--- src/verilog/tpwtb_pkg.sv ---
// Constants and types shared by the timer/PWM timebase
package tpwtb_pkg;

    // Register addresses on the 3-bit register port
    localparam logic [2:0] TPWTB_ADDR_STATUS_CONTROL = 3'h0;
    localparam logic [2:0] TPWTB_ADDR_COUNTER_HIGH   = 3'h1;
    localparam logic [2:0] TPWTB_ADDR_COUNTER_LOW    = 3'h2;
    localparam logic [2:0] TPWTB_ADDR_MODULO_HIGH    = 3'h3;
    localparam logic [2:0] TPWTB_ADDR_MODULO_LOW     = 3'h4;

    // Field positions in timer_status_control
    localparam int TPWTB_BIT_OVERFLOW_FLAG  = 7;
    localparam int TPWTB_BIT_OVERFLOW_IE    = 6;
    localparam int TPWTB_BIT_CENTER_ALIGN   = 5;
    localparam int TPWTB_CLKS_MSB           = 4;
    localparam int TPWTB_CLKS_LSB           = 3;
    localparam int TPWTB_PS_MSB             = 2;
    localparam int TPWTB_PS_LSB             = 0;

    // Reset and limit values
    localparam logic [15:0] TPWTB_COUNTER_RESET = 16'h0000;
    localparam logic [15:0] TPWTB_MODULO_RESET  = 16'h0000;
    localparam logic [15:0] TPWTB_MODULO_ALL1   = 16'hFFFF;
    localparam logic [2:0]  TPWTB_PS_RESET      = 3'h0;
    localparam logic [7:0]  TPWTB_RDATA_UNMAPPED = 8'h00;
    localparam logic [6:0]  TPWTB_PRESCALE_RESET = 7'h00;

    // Clock source selection codes
    typedef enum logic [1:0] {
        TPWTB_SRC_NONE  = 2'h0,
        TPWTB_SRC_BUS   = 2'h1,
        TPWTB_SRC_FIXED = 2'h2,
        TPWTB_SRC_EXT   = 2'h3
    } tpwtb_src_t;

    // Count direction, one-hot
    typedef enum logic [1:0] {
        TPWTB_DIR_UP   = 2'b01,
        TPWTB_DIR_DOWN = 2'b10
    } tpwtb_dir_t;

endpackage : tpwtb_pkg

--- src/verilog/tpwtb_timebase.sv ---
// Timer/PWM timebase: clock select, prescaler, 16-bit counter, modulo and overflow
//
// Function
// - Up mode: flag set on wrap to zero
// - Center mode: flag set stepping down from modulo
// - Flag cleared by read-then-write-zero sequence
// - New overflow restarts clear sequence
// - Writing one ignored; reset clears flag
// - Interrupt when flag and enable; reset clears
// - Center select: up/down counting, reset clears
// - Clock source field selects prescaler input
// - Fixed and external clocks synchronized first
// - Prescaler divides by two to field power
// - Counter byte read latches both bytes
// - Latch rearmed by reset or counter or status/control writes
// - Reset clears counter
// - Debug mode freezes counter and latch
// - At modulo: restart zero or count down
// - Modulo byte write inhibits flag until pair
// - Reset loads modulo with zero
// - Any counter byte write resets counter
// - Modulo zero or all ones: free-running
`timescale 1ns/100ps

module tpwtb_timebase
    import tpwtb_pkg::*;
(
    // Clock and reset
    input  wire logic        sys_clk,
    input  wire logic        rst,
    // Register port
    input  wire logic [2:0]  reg_addr,
    input  wire logic [7:0]  reg_wdata,
    input  wire logic        reg_wr,
    input  wire logic        reg_rd,
    output logic      [7:0]  reg_rdata,
    // Clock pins and debug state
    input  wire logic        fixed_system_clock,
    input  wire logic        external_timer_clock,
    input  wire logic        debug_active,
    // To channel logic and interrupt controller
    output logic      [15:0] counter_value,
    output logic             count_tick,
    output logic             count_down,
    output logic             center_align_mode,
    output logic             overflow_irq
);

    logic        overflow_flag_reg;
    logic        overflow_irq_enable_reg;
    logic        center_align_select_reg;
    tpwtb_src_t  clock_source_select_reg;
    logic [2:0]  prescale_select_reg;
    logic        clear_armed_reg;

    logic [15:0] counter_reg;
    logic [15:0] counter_next;
    tpwtb_dir_t  dir_reg;
    tpwtb_dir_t  dir_next;
    logic [15:0] modulo_reg;
    logic        mod_high_seen_reg;
    logic        mod_low_seen_reg;

    logic [15:0] latch_reg;
    logic        latched_reg;
    logic        latch_first_high_reg;

    logic        fixed_meta_reg;
    logic        fixed_sync_reg;
    logic        fixed_prev_reg;
    logic        ext_meta_reg;
    logic        ext_sync_reg;
    logic        ext_prev_reg;
    logic [6:0]  prescale_reg;
    logic [6:0]  prescale_mask;

    logic [7:0]  rdata_reg;
    logic        irq_reg;
    logic        tick_reg;

    logic        wr_sc;
    logic        rd_sc;
    logic        wr_cnt;
    logic        rd_cnt;
    logic        wr_mod_high;
    logic        wr_mod_low;
    logic        src_tick;
    logic        pre_tick;
    logic        step;
    logic [15:0] limit;
    logic        overflow_event;
    logic        mod_inhibit;
    logic [15:0] counter_view;

    // Bus decode
    assign wr_sc       = reg_wr && (reg_addr == TPWTB_ADDR_STATUS_CONTROL);
    assign rd_sc       = reg_rd && (reg_addr == TPWTB_ADDR_STATUS_CONTROL);
    assign wr_cnt      = reg_wr && ((reg_addr == TPWTB_ADDR_COUNTER_HIGH)
                                 || (reg_addr == TPWTB_ADDR_COUNTER_LOW));
    assign rd_cnt      = reg_rd && ((reg_addr == TPWTB_ADDR_COUNTER_HIGH)
                                 || (reg_addr == TPWTB_ADDR_COUNTER_LOW));
    assign wr_mod_high = reg_wr && (reg_addr == TPWTB_ADDR_MODULO_HIGH);
    assign wr_mod_low  = reg_wr && (reg_addr == TPWTB_ADDR_MODULO_LOW);

    // Two-stage synchronizers; the edge detector reads only the second stage
    always_ff @(posedge sys_clk) begin
        if (rst) begin
            fixed_meta_reg <= 1'b0;
            fixed_sync_reg <= 1'b0;
            fixed_prev_reg <= 1'b0;
            ext_meta_reg   <= 1'b0;
            ext_sync_reg   <= 1'b0;
            ext_prev_reg   <= 1'b0;
        end else begin
            fixed_meta_reg <= fixed_system_clock;
            fixed_sync_reg <= fixed_meta_reg;
            fixed_prev_reg <= fixed_sync_reg;
            ext_meta_reg   <= external_timer_clock;
            ext_sync_reg   <= ext_meta_reg;
            ext_prev_reg   <= ext_sync_reg;
        end
    end

    // Rising edges only count; a pin faster than half of sys_clk aliases
    always_comb begin
        unique case (clock_source_select_reg)
            TPWTB_SRC_NONE:  src_tick = 1'b0;
            TPWTB_SRC_BUS:   src_tick = 1'b1;
            TPWTB_SRC_FIXED: src_tick = fixed_sync_reg && !fixed_prev_reg;
            TPWTB_SRC_EXT:   src_tick = ext_sync_reg && !ext_prev_reg;
        endcase
    end

    // Prescaler after source selection
    assign prescale_mask = 7'((8'h01 << prescale_select_reg) - 8'h01);
    assign pre_tick      = src_tick && ((prescale_reg & prescale_mask) == prescale_mask);
    assign step          = pre_tick && !debug_active;

    always_ff @(posedge sys_clk) begin
        if (rst || wr_cnt) begin
            prescale_reg <= TPWTB_PRESCALE_RESET;
        end else if (src_tick && !debug_active) begin
            prescale_reg <= prescale_reg + 7'h01;
        end
    end

    // Counter range and direction
    assign limit = ((modulo_reg == TPWTB_MODULO_RESET) || (modulo_reg == TPWTB_MODULO_ALL1))
                 ? TPWTB_MODULO_ALL1 : modulo_reg;

    always_comb begin
        counter_next   = counter_reg;
        dir_next       = dir_reg;
        overflow_event = 1'b0;
        if (!center_align_select_reg) begin
            dir_next = TPWTB_DIR_UP;
            if (counter_reg == limit) begin
                counter_next   = TPWTB_COUNTER_RESET;
                overflow_event = 1'b1;
            end else begin
                counter_next = counter_reg + 16'h0001;
            end
        end else begin
            unique case (dir_reg)
                TPWTB_DIR_UP: begin
                    if (counter_reg == limit) begin
                        counter_next   = counter_reg - 16'h0001;
                        dir_next       = TPWTB_DIR_DOWN;
                        overflow_event = 1'b1;
                    end else begin
                        counter_next = counter_reg + 16'h0001;
                    end
                end
                TPWTB_DIR_DOWN: begin
                    if (counter_reg == TPWTB_COUNTER_RESET) begin
                        counter_next = counter_reg + 16'h0001;
                        dir_next     = TPWTB_DIR_UP;
                    end else begin
                        counter_next = counter_reg - 16'h0001;
                    end
                end
            endcase
        end
    end

    always_ff @(posedge sys_clk) begin
        if (rst || wr_cnt) begin
            counter_reg <= TPWTB_COUNTER_RESET;
            dir_reg     <= TPWTB_DIR_UP;
        end else if (step) begin
            counter_reg <= counter_next;
            dir_reg     <= dir_next;
        end
    end

    // Modulo bytes go live at once; only the flag waits for the pair
    always_ff @(posedge sys_clk) begin
        if (rst) begin
            modulo_reg <= TPWTB_MODULO_RESET;
        end else if (wr_mod_high) begin
            modulo_reg[15:8] <= reg_wdata;
        end else if (wr_mod_low) begin
            modulo_reg[7:0] <= reg_wdata;
        end
    end

    always_ff @(posedge sys_clk) begin
        if (rst) begin
            mod_high_seen_reg <= 1'b0;
            mod_low_seen_reg  <= 1'b0;
        end else if ((wr_mod_high && mod_low_seen_reg) || (wr_mod_low && mod_high_seen_reg)) begin
            mod_high_seen_reg <= 1'b0;
            mod_low_seen_reg  <= 1'b0;
        end else begin
            mod_high_seen_reg <= mod_high_seen_reg || wr_mod_high;
            mod_low_seen_reg  <= mod_low_seen_reg || wr_mod_low;
        end
    end

    assign mod_inhibit = mod_high_seen_reg || mod_low_seen_reg;

    // Overflow flag; a new overflow wins over a clear in the same cycle
    always_ff @(posedge sys_clk) begin
        if (rst) begin
            overflow_flag_reg <= 1'b0;
        end else if (step && overflow_event && !mod_inhibit) begin
            overflow_flag_reg <= 1'b1;
        end else if (wr_sc && clear_armed_reg && !reg_wdata[TPWTB_BIT_OVERFLOW_FLAG]) begin
            overflow_flag_reg <= 1'b0;
        end
    end

    always_ff @(posedge sys_clk) begin
        if (rst) begin
            clear_armed_reg <= 1'b0;
        end else if (step && overflow_event && !mod_inhibit) begin
            clear_armed_reg <= 1'b0;
        end else if (wr_sc) begin
            clear_armed_reg <= 1'b0;
        end else if (rd_sc && overflow_flag_reg) begin
            clear_armed_reg <= 1'b1;
        end
    end

    // Control fields
    always_ff @(posedge sys_clk) begin
        if (rst) begin
            overflow_irq_enable_reg <= 1'b0;
            center_align_select_reg <= 1'b0;
            clock_source_select_reg <= TPWTB_SRC_NONE;
            prescale_select_reg     <= TPWTB_PS_RESET;
        end else if (wr_sc) begin
            overflow_irq_enable_reg <= reg_wdata[TPWTB_BIT_OVERFLOW_IE];
            center_align_select_reg <= reg_wdata[TPWTB_BIT_CENTER_ALIGN];
            clock_source_select_reg <= tpwtb_src_t'(reg_wdata[TPWTB_CLKS_MSB:TPWTB_CLKS_LSB]);
            prescale_select_reg     <= reg_wdata[TPWTB_PS_MSB:TPWTB_PS_LSB];
        end
    end

    // Coherent counter read latch
    always_ff @(posedge sys_clk) begin
        if (rst || wr_cnt || wr_sc) begin
            latched_reg          <= 1'b0;
            latch_first_high_reg <= 1'b0;
            latch_reg            <= TPWTB_COUNTER_RESET;
        end else if (rd_cnt && !debug_active) begin
            if (!latched_reg) begin
                latched_reg          <= 1'b1;
                latch_reg            <= counter_reg;
                latch_first_high_reg <= (reg_addr == TPWTB_ADDR_COUNTER_HIGH);
            end else if ((reg_addr == TPWTB_ADDR_COUNTER_HIGH) != latch_first_high_reg) begin
                latched_reg <= 1'b0;
            end
        end
    end

    assign counter_view = latched_reg ? latch_reg : counter_reg;

    // Read data, valid the cycle after the strobe only
    always_ff @(posedge sys_clk) begin
        if (rst || !reg_rd) begin
            rdata_reg <= TPWTB_RDATA_UNMAPPED;
        end else begin
            unique case (reg_addr)
                TPWTB_ADDR_STATUS_CONTROL: rdata_reg <= {overflow_flag_reg,
                    overflow_irq_enable_reg, center_align_select_reg,
                    clock_source_select_reg, prescale_select_reg};
                TPWTB_ADDR_COUNTER_HIGH: rdata_reg <= counter_view[15:8];
                TPWTB_ADDR_COUNTER_LOW:  rdata_reg <= counter_view[7:0];
                TPWTB_ADDR_MODULO_HIGH:  rdata_reg <= modulo_reg[15:8];
                TPWTB_ADDR_MODULO_LOW:   rdata_reg <= modulo_reg[7:0];
                default:                 rdata_reg <= TPWTB_RDATA_UNMAPPED;
            endcase
        end
    end

    // Registered outputs; irq lags the flag by one cycle
    always_ff @(posedge sys_clk) begin
        if (rst) begin
            irq_reg  <= 1'b0;
            tick_reg <= 1'b0;
        end else begin
            irq_reg  <= overflow_flag_reg && overflow_irq_enable_reg;
            tick_reg <= step;
        end
    end

    assign reg_rdata         = rdata_reg;
    assign counter_value     = counter_reg;
    assign count_tick        = tick_reg;
    assign count_down        = (dir_reg == TPWTB_DIR_DOWN);
    assign center_align_mode = center_align_select_reg;
    assign overflow_irq      = irq_reg;

    up_wrap_a: assert property (@(posedge sys_clk) disable iff (rst)
        step && !center_align_select_reg && counter_reg == limit && !wr_cnt
        |=> counter_reg == 16'h0000)
        else $error("counter did not wrap to zero at limit");

    center_turn_a: assert property (@(posedge sys_clk) disable iff (rst)
        step && center_align_select_reg && dir_reg == TPWTB_DIR_UP
        && counter_reg == limit && !mod_inhibit && !wr_cnt
        |=> count_down && overflow_flag_reg)
        else $error("center mode did not turn down with flag");

    flag_clear_a: assert property (@(posedge sys_clk) disable iff (rst)
        $fell(overflow_flag_reg) |-> $past(wr_sc && clear_armed_reg))
        else $error("flag cleared without read-write sequence");

    restart_a: assert property (@(posedge sys_clk) disable iff (rst)
        step && overflow_event && !mod_inhibit |=> overflow_flag_reg && !clear_armed_reg)
        else $error("overflow did not restart clear sequence");

    irq_a: assert property (@(posedge sys_clk) disable iff (rst)
        ##1 overflow_irq == $past(overflow_flag_reg && overflow_irq_enable_reg))
        else $error("irq does not follow flag and enable");

    cnt_write_a: assert property (@(posedge sys_clk) disable iff (rst)
        wr_cnt |=> counter_value == 16'h0000 && !latched_reg)
        else $error("counter write did not reset counter");

    freeze_a: assert property (@(posedge sys_clk) disable iff (rst)
        debug_active && !wr_cnt && !wr_sc |=> $stable(counter_reg) && $stable(latched_reg))
        else $error("debug mode did not freeze counter");

    latch_a: assert property (@(posedge sys_clk) disable iff (rst)
        $rose(latched_reg) |-> latch_reg == $past(counter_reg))
        else $error("latch did not capture counter");

    inhibit_a: assert property (@(posedge sys_clk) disable iff (rst)
        mod_inhibit && !overflow_flag_reg |=> !overflow_flag_reg)
        else $error("flag set while modulo pair incomplete");

    no_clock_a: assert property (@(posedge sys_clk) disable iff (rst)
        clock_source_select_reg == TPWTB_SRC_NONE && !wr_cnt |=> $stable(counter_reg))
        else $error("counter moved with no clock selected");

    flag_keep_a: assert property (@(posedge sys_clk) disable iff (rst)
        wr_sc && reg_wdata[TPWTB_BIT_OVERFLOW_FLAG] && overflow_flag_reg
        |=> overflow_flag_reg)
        else $error("writing one changed the flag");

    latch_rearm_a: assert property (@(posedge sys_clk) disable iff (rst)
        wr_sc || wr_cnt |=> !latched_reg)
        else $error("latch not released by write");

    free_run_a: assert property (@(posedge sys_clk) disable iff (rst)
        step && !center_align_select_reg && modulo_reg == TPWTB_MODULO_RESET
        && counter_reg != TPWTB_MODULO_ALL1 && !wr_cnt
        |=> counter_reg == $past(counter_reg) + 16'h0001)
        else $error("zero modulo did not free-run");

endmodule : tpwtb_timebase
--- config.mk ---
export PLATFORM = sky130hd
export DESIGN_NAME = tpwtb_timebase
export DESIGN_NICKNAME = d
export VERILOG_FILES = /design/src/verilog/tpwtb_pkg.sv /design/src/verilog/tpwtb_timebase.sv
export SDC_FILE = /design/constraint.sdc
export NUM_CORES = 1
export LEC_CHECK = 0
export ABC_AREA = 1
export CAP_MARGIN = 30
export CORE_ASPECT_RATIO = 1.25
export CORE_UTILIZATION = 59
export DETAILED_ROUTE_END_ITERATION = 7
export DONT_BUFFER_PORTS = 1
export PLACE_DENSITY = 0.8
export SYNTH_ARGS = -nofsm -noshare
export SYNTH_HDL_FRONTEND = slang
export SYNTH_SLANG_ARGS = --single-unit
--- constraint.sdc ---
create_clock -name sys_clk -period 2.8 [get_ports sys_clk]
set_clock_uncertainty 0.05 [all_clocks]
set_input_delay 0.56 -clock sys_clk [delete_from_list [all_inputs] [get_ports sys_clk]]
set_output_delay 0.56 -clock sys_clk [all_outputs]
set_load 0.05 [all_outputs]
==> results.sh <==
export IMPL_final_core_util_pct=66.8
export IMPL_die_area_mm2=0.00873
export IMPL_yosys_area_top_type_share_pct=34.9
export IMPL_wirelength_mm=14.5
export IMPL_clk_pin_slew_ps=90
export IMPL_hold_worst_slack_ps=204
export IMPL_cts_tree="yes"
export IMPL_synth_area_mm2=0.00493
export IMPL_ir_drop_v=0.000374
export IMPL_power_density_mw_per_mm2=498
export IMPL_arrival_ps=2750
export IMPL_fmaxAchievable_mhz=390
export IMPL_cap_violations=0
export IMPL_timing_rr_end="counter_value[1]$_SDFFE_PP0P_"
export IMPL_root_buffer="clkbuf_8"
export IMPL_cts_sinks=86
export IMPL_cts_max_level=3
export IMPL_ant_nets=0
export IMPL_placed_area_mm2=0.00510
export IMPL_final_setup_viol_count=0
export IMPL_critical_path_required_ps=2990
export IMPL_fp_dieW_um=83.8
export IMPL_syn_num_nets=767
export IMPL_die_y_um=104
export IMPL_drive_gt1_share_pct=8.71
export IMPL_drc=0
export IMPL_dpl_cell_count=838
export IMPL_cts_buffers=9
export IMPL_drt_wirelength_per_cell_um=17.0
export IMPL_gp_congestion=0.960
export IMPL_synth_edf_count=0
export IMPL_grt_pass1_vias=4834
export IMPL_synth_area_leaders="dfxtp_1 (35%), nand2_1 (10%), nor2_1 (8.2%), inv_1 (6.7%), o21ai_0 (6.5%)"
export IMPL_drt_iter0_drc=481
export IMPL_rows=36
export IMPL_crit_type="reg2reg"
export IMPL_grt_pass1_wl_mm=23.7
export IMPL_drv_slew=0
export IMPL_fillerInstances=717
export IMPL_grt_start_max_net_pins=34
export IMPL_syn_inst=745
export IMPL_postCtsSetupRepairBufs=0
export IMPL_synthFlopType="dfxtp_1"
export IMPL_place_hpwl_mm=10.9
export IMPL_tns_ps=0
export IMPL_min_period_over_period_pct=91.5
export IMPL_fin_ws_ps=239
export IMPL_fin_cells=853
export IMPL_antenna_cells=0
export IMPL_r2r_slack_ps=240
export IMPL_antenna_found_initial=0
export IMPL_critPathMaxFanout=31
export IMPL_clk_latency_ps=370
export IMPL_portBuffers=0
export IMPL_rsz0062_at_grt="no"
export IMPL_synth_area_leader_cell="dfxtp_1"
export IMPL_power_leakage_nw=2.29
export IMPL_cp_start_kind="register"
export IMPL_syn_avg_cell_area_um2=6.62
export IMPL_max_slew_margin_pct=48.3
export IMPL_grt_usage_pct=34.4
export IMPL_viasPerCell=5.92
export IMPL_start_util_pct=62.2
export IMPL_final_area_mm2=0.00529
export IMPL_area_delta_synth_final_pct=7.30
export IMPL_synth_cell_types=38
export IMPL_dr_pass1_iters=5
export IMPL_nets=776
export IMPL_finalHoldViolCount=0
export IMPL_ios=46
export IMPL_async_reset_ff_share_pct=0
export IMPL_cp_end_kind="register"
export IMPL_dp_slack_ps=324
export IMPL_vias=5049
export IMPL_holdPathEnd="fixed_meta_reg$_SDFF_PP0_"
export IMPL_outcome="finished, final reports clean"
export IMPL_ys_ff_latch=86
export IMPL_holdPathStages=1
export IMPL_overflow=0
export IMPL_r2r_cells=15
export IMPL_synth_seq_area_share_pct=34.9
export IMPL_tightest_slew_ps=774
export IMPL_cts_resized=0
export IMPL_clock_path_buffers=2
export IMPL_r2r_start="modulo_reg[1]$_SDFFE_PP0P_"
export IMPL_ys_warn_count=0
export IMPL_min_from="rst"
export IMPL_hold_path_class="in2reg"
export IMPL_coreArea_mm2=0.00793
export IMPL_total_power_mw=2.64
export IMPL_min_period_ps=2560
export IMPL_cts_hold_buf=0
## placed cells by master, fill, tap and decap left out, types with 2 or more instances in the layout
| cell | count |
|---|---|
| a211oi_1 | 22 |
| nor2_1 | 108 |
| a22oi_1 | 2 |
| inv_1 | 88 |
| nor3_1 | 7 |
| xnor2_1 | 2 |
| a21oi_1 | 51 |
| nand3_2 | 2 |
| nor3_2 | 3 |
| nor4_1 | 2 |
| inv_6 | 2 |
| buf_4 | 29 |
| nand3_1 | 47 |
| nor2_2 | 6 |
| o21a_1 | 2 |
| o21ai_0 | 64 |
| nand2_2 | 3 |
| or2_2 | 4 |
| clkbuf_8 | 10 |
| o22ai_1 | 15 |
| nand2_1 | 131 |
| inv_2 | 4 |
| xor2_1 | 23 |
| o211ai_1 | 2 |
| ha_1 | 4 |
| nand4_1 | 20 |
| o21ai_1 | 6 |
| a31oi_1 | 3 |
| dfxtp_1 | 86 |
## area by class of cell
| type | instances | area (µm²) | area share, % |
|---|---|---|---|
| multi-input combinational | 536 | 2690 | 50.9 |
| sequential | 86 | 1720 | 32.5 |
| inverter | 92 | 345 | 6.52 |
| timing repair buffer | 29 | 218 | 4.11 |
| clock buffer | 11 | 141 | 2.67 |
| tap | 95 | 119 | 2.25 |
| clock inverter | 4 | 55.1 | 1.04 |
## cell usage after synthesis (all sizes together), types with 3 or more instances
cell	n
a211oi	22
a21oi	51
a31oi	3
buf	15
clkbuf	16
dfxtp	86
ha	4
inv	92
nand2	135
nand3	49
nand4	20
nor2	114
nor3	10
o21ai	70
o22ai	15
or2	4
xor2	23
## worst max-delay path: stages, from the launching register on
cell and delay (ps):
dfxtp_1 400, nor2_1 70, nand2_1 80, nor2_2 50, nand2_2 400, nand2_1 160
o21ai_0 180, nand2_1 100, nor2_1 110, nand2_1 70, nor2_2 160, nand3_2 200
nand2_1 190, nand2_1 70, nand3_1 70, a21oi_1 60
## how the worst max path moves through the flow
stage / from / end / slack, ps / depth (start not counted)
floorplan: counter_value[0]$_SDFFE_PP0P_ / counter_value[15]$_SDFFE_PP0P_ / 410 / 12
global placement: modulo_reg[1]$_SDFFE_PP0P_ / counter_value[1]$_SDFFE_PP0P_ / 390 / 15
detailed placement: modulo_reg[1]$_SDFFE_PP0P_ / counter_value[1]$_SDFFE_PP0P_ / 320 / 15
CTS: modulo_reg[1]$_SDFFE_PP0P_ / counter_value[1]$_SDFFE_PP0P_ / 300 / 15
global route: modulo_reg[0]$_SDFFE_PP0P_ / counter_value[6]$_SDFFE_PP0P_ / 20 / 15
finish: modulo_reg[1]$_SDFFE_PP0P_ / counter_value[1]$_SDFFE_PP0P_ / 240 / 15
## power by group
part	total, mW	switching, mW	internal, mW	leakage [nW]
clock	0.909	0.470	0.439	0.0964
sequential	1.28	0.0285	1.25	0.697
combinational	0.447	0.310	0.138	1.50
## cell families after synthesis
group                      after synthesis  synth area share, %
DFF                                     86                 34.9
AOI/OAI and AO/OA                      171                 19.5
and+or+nand+nor                        336                 29.6
buffers and inverters                  123                 10.5
xor gates and xnor gates                25                 4.44
adders and majority gates                4                 1.01
## routing by layer
metal | up-vias | track usage, % | share of wire, %
li1 | 2477 | - | -
met2 | 240 | 56.3 | 47
met4 | 0 | 23.8 | 5.8
met3 | 68 | 5.08 | 7.0
met5 | - | 0 | 0
met1 | 2264 | 41.2 | 40
Power figures use the tool's default switching activity.
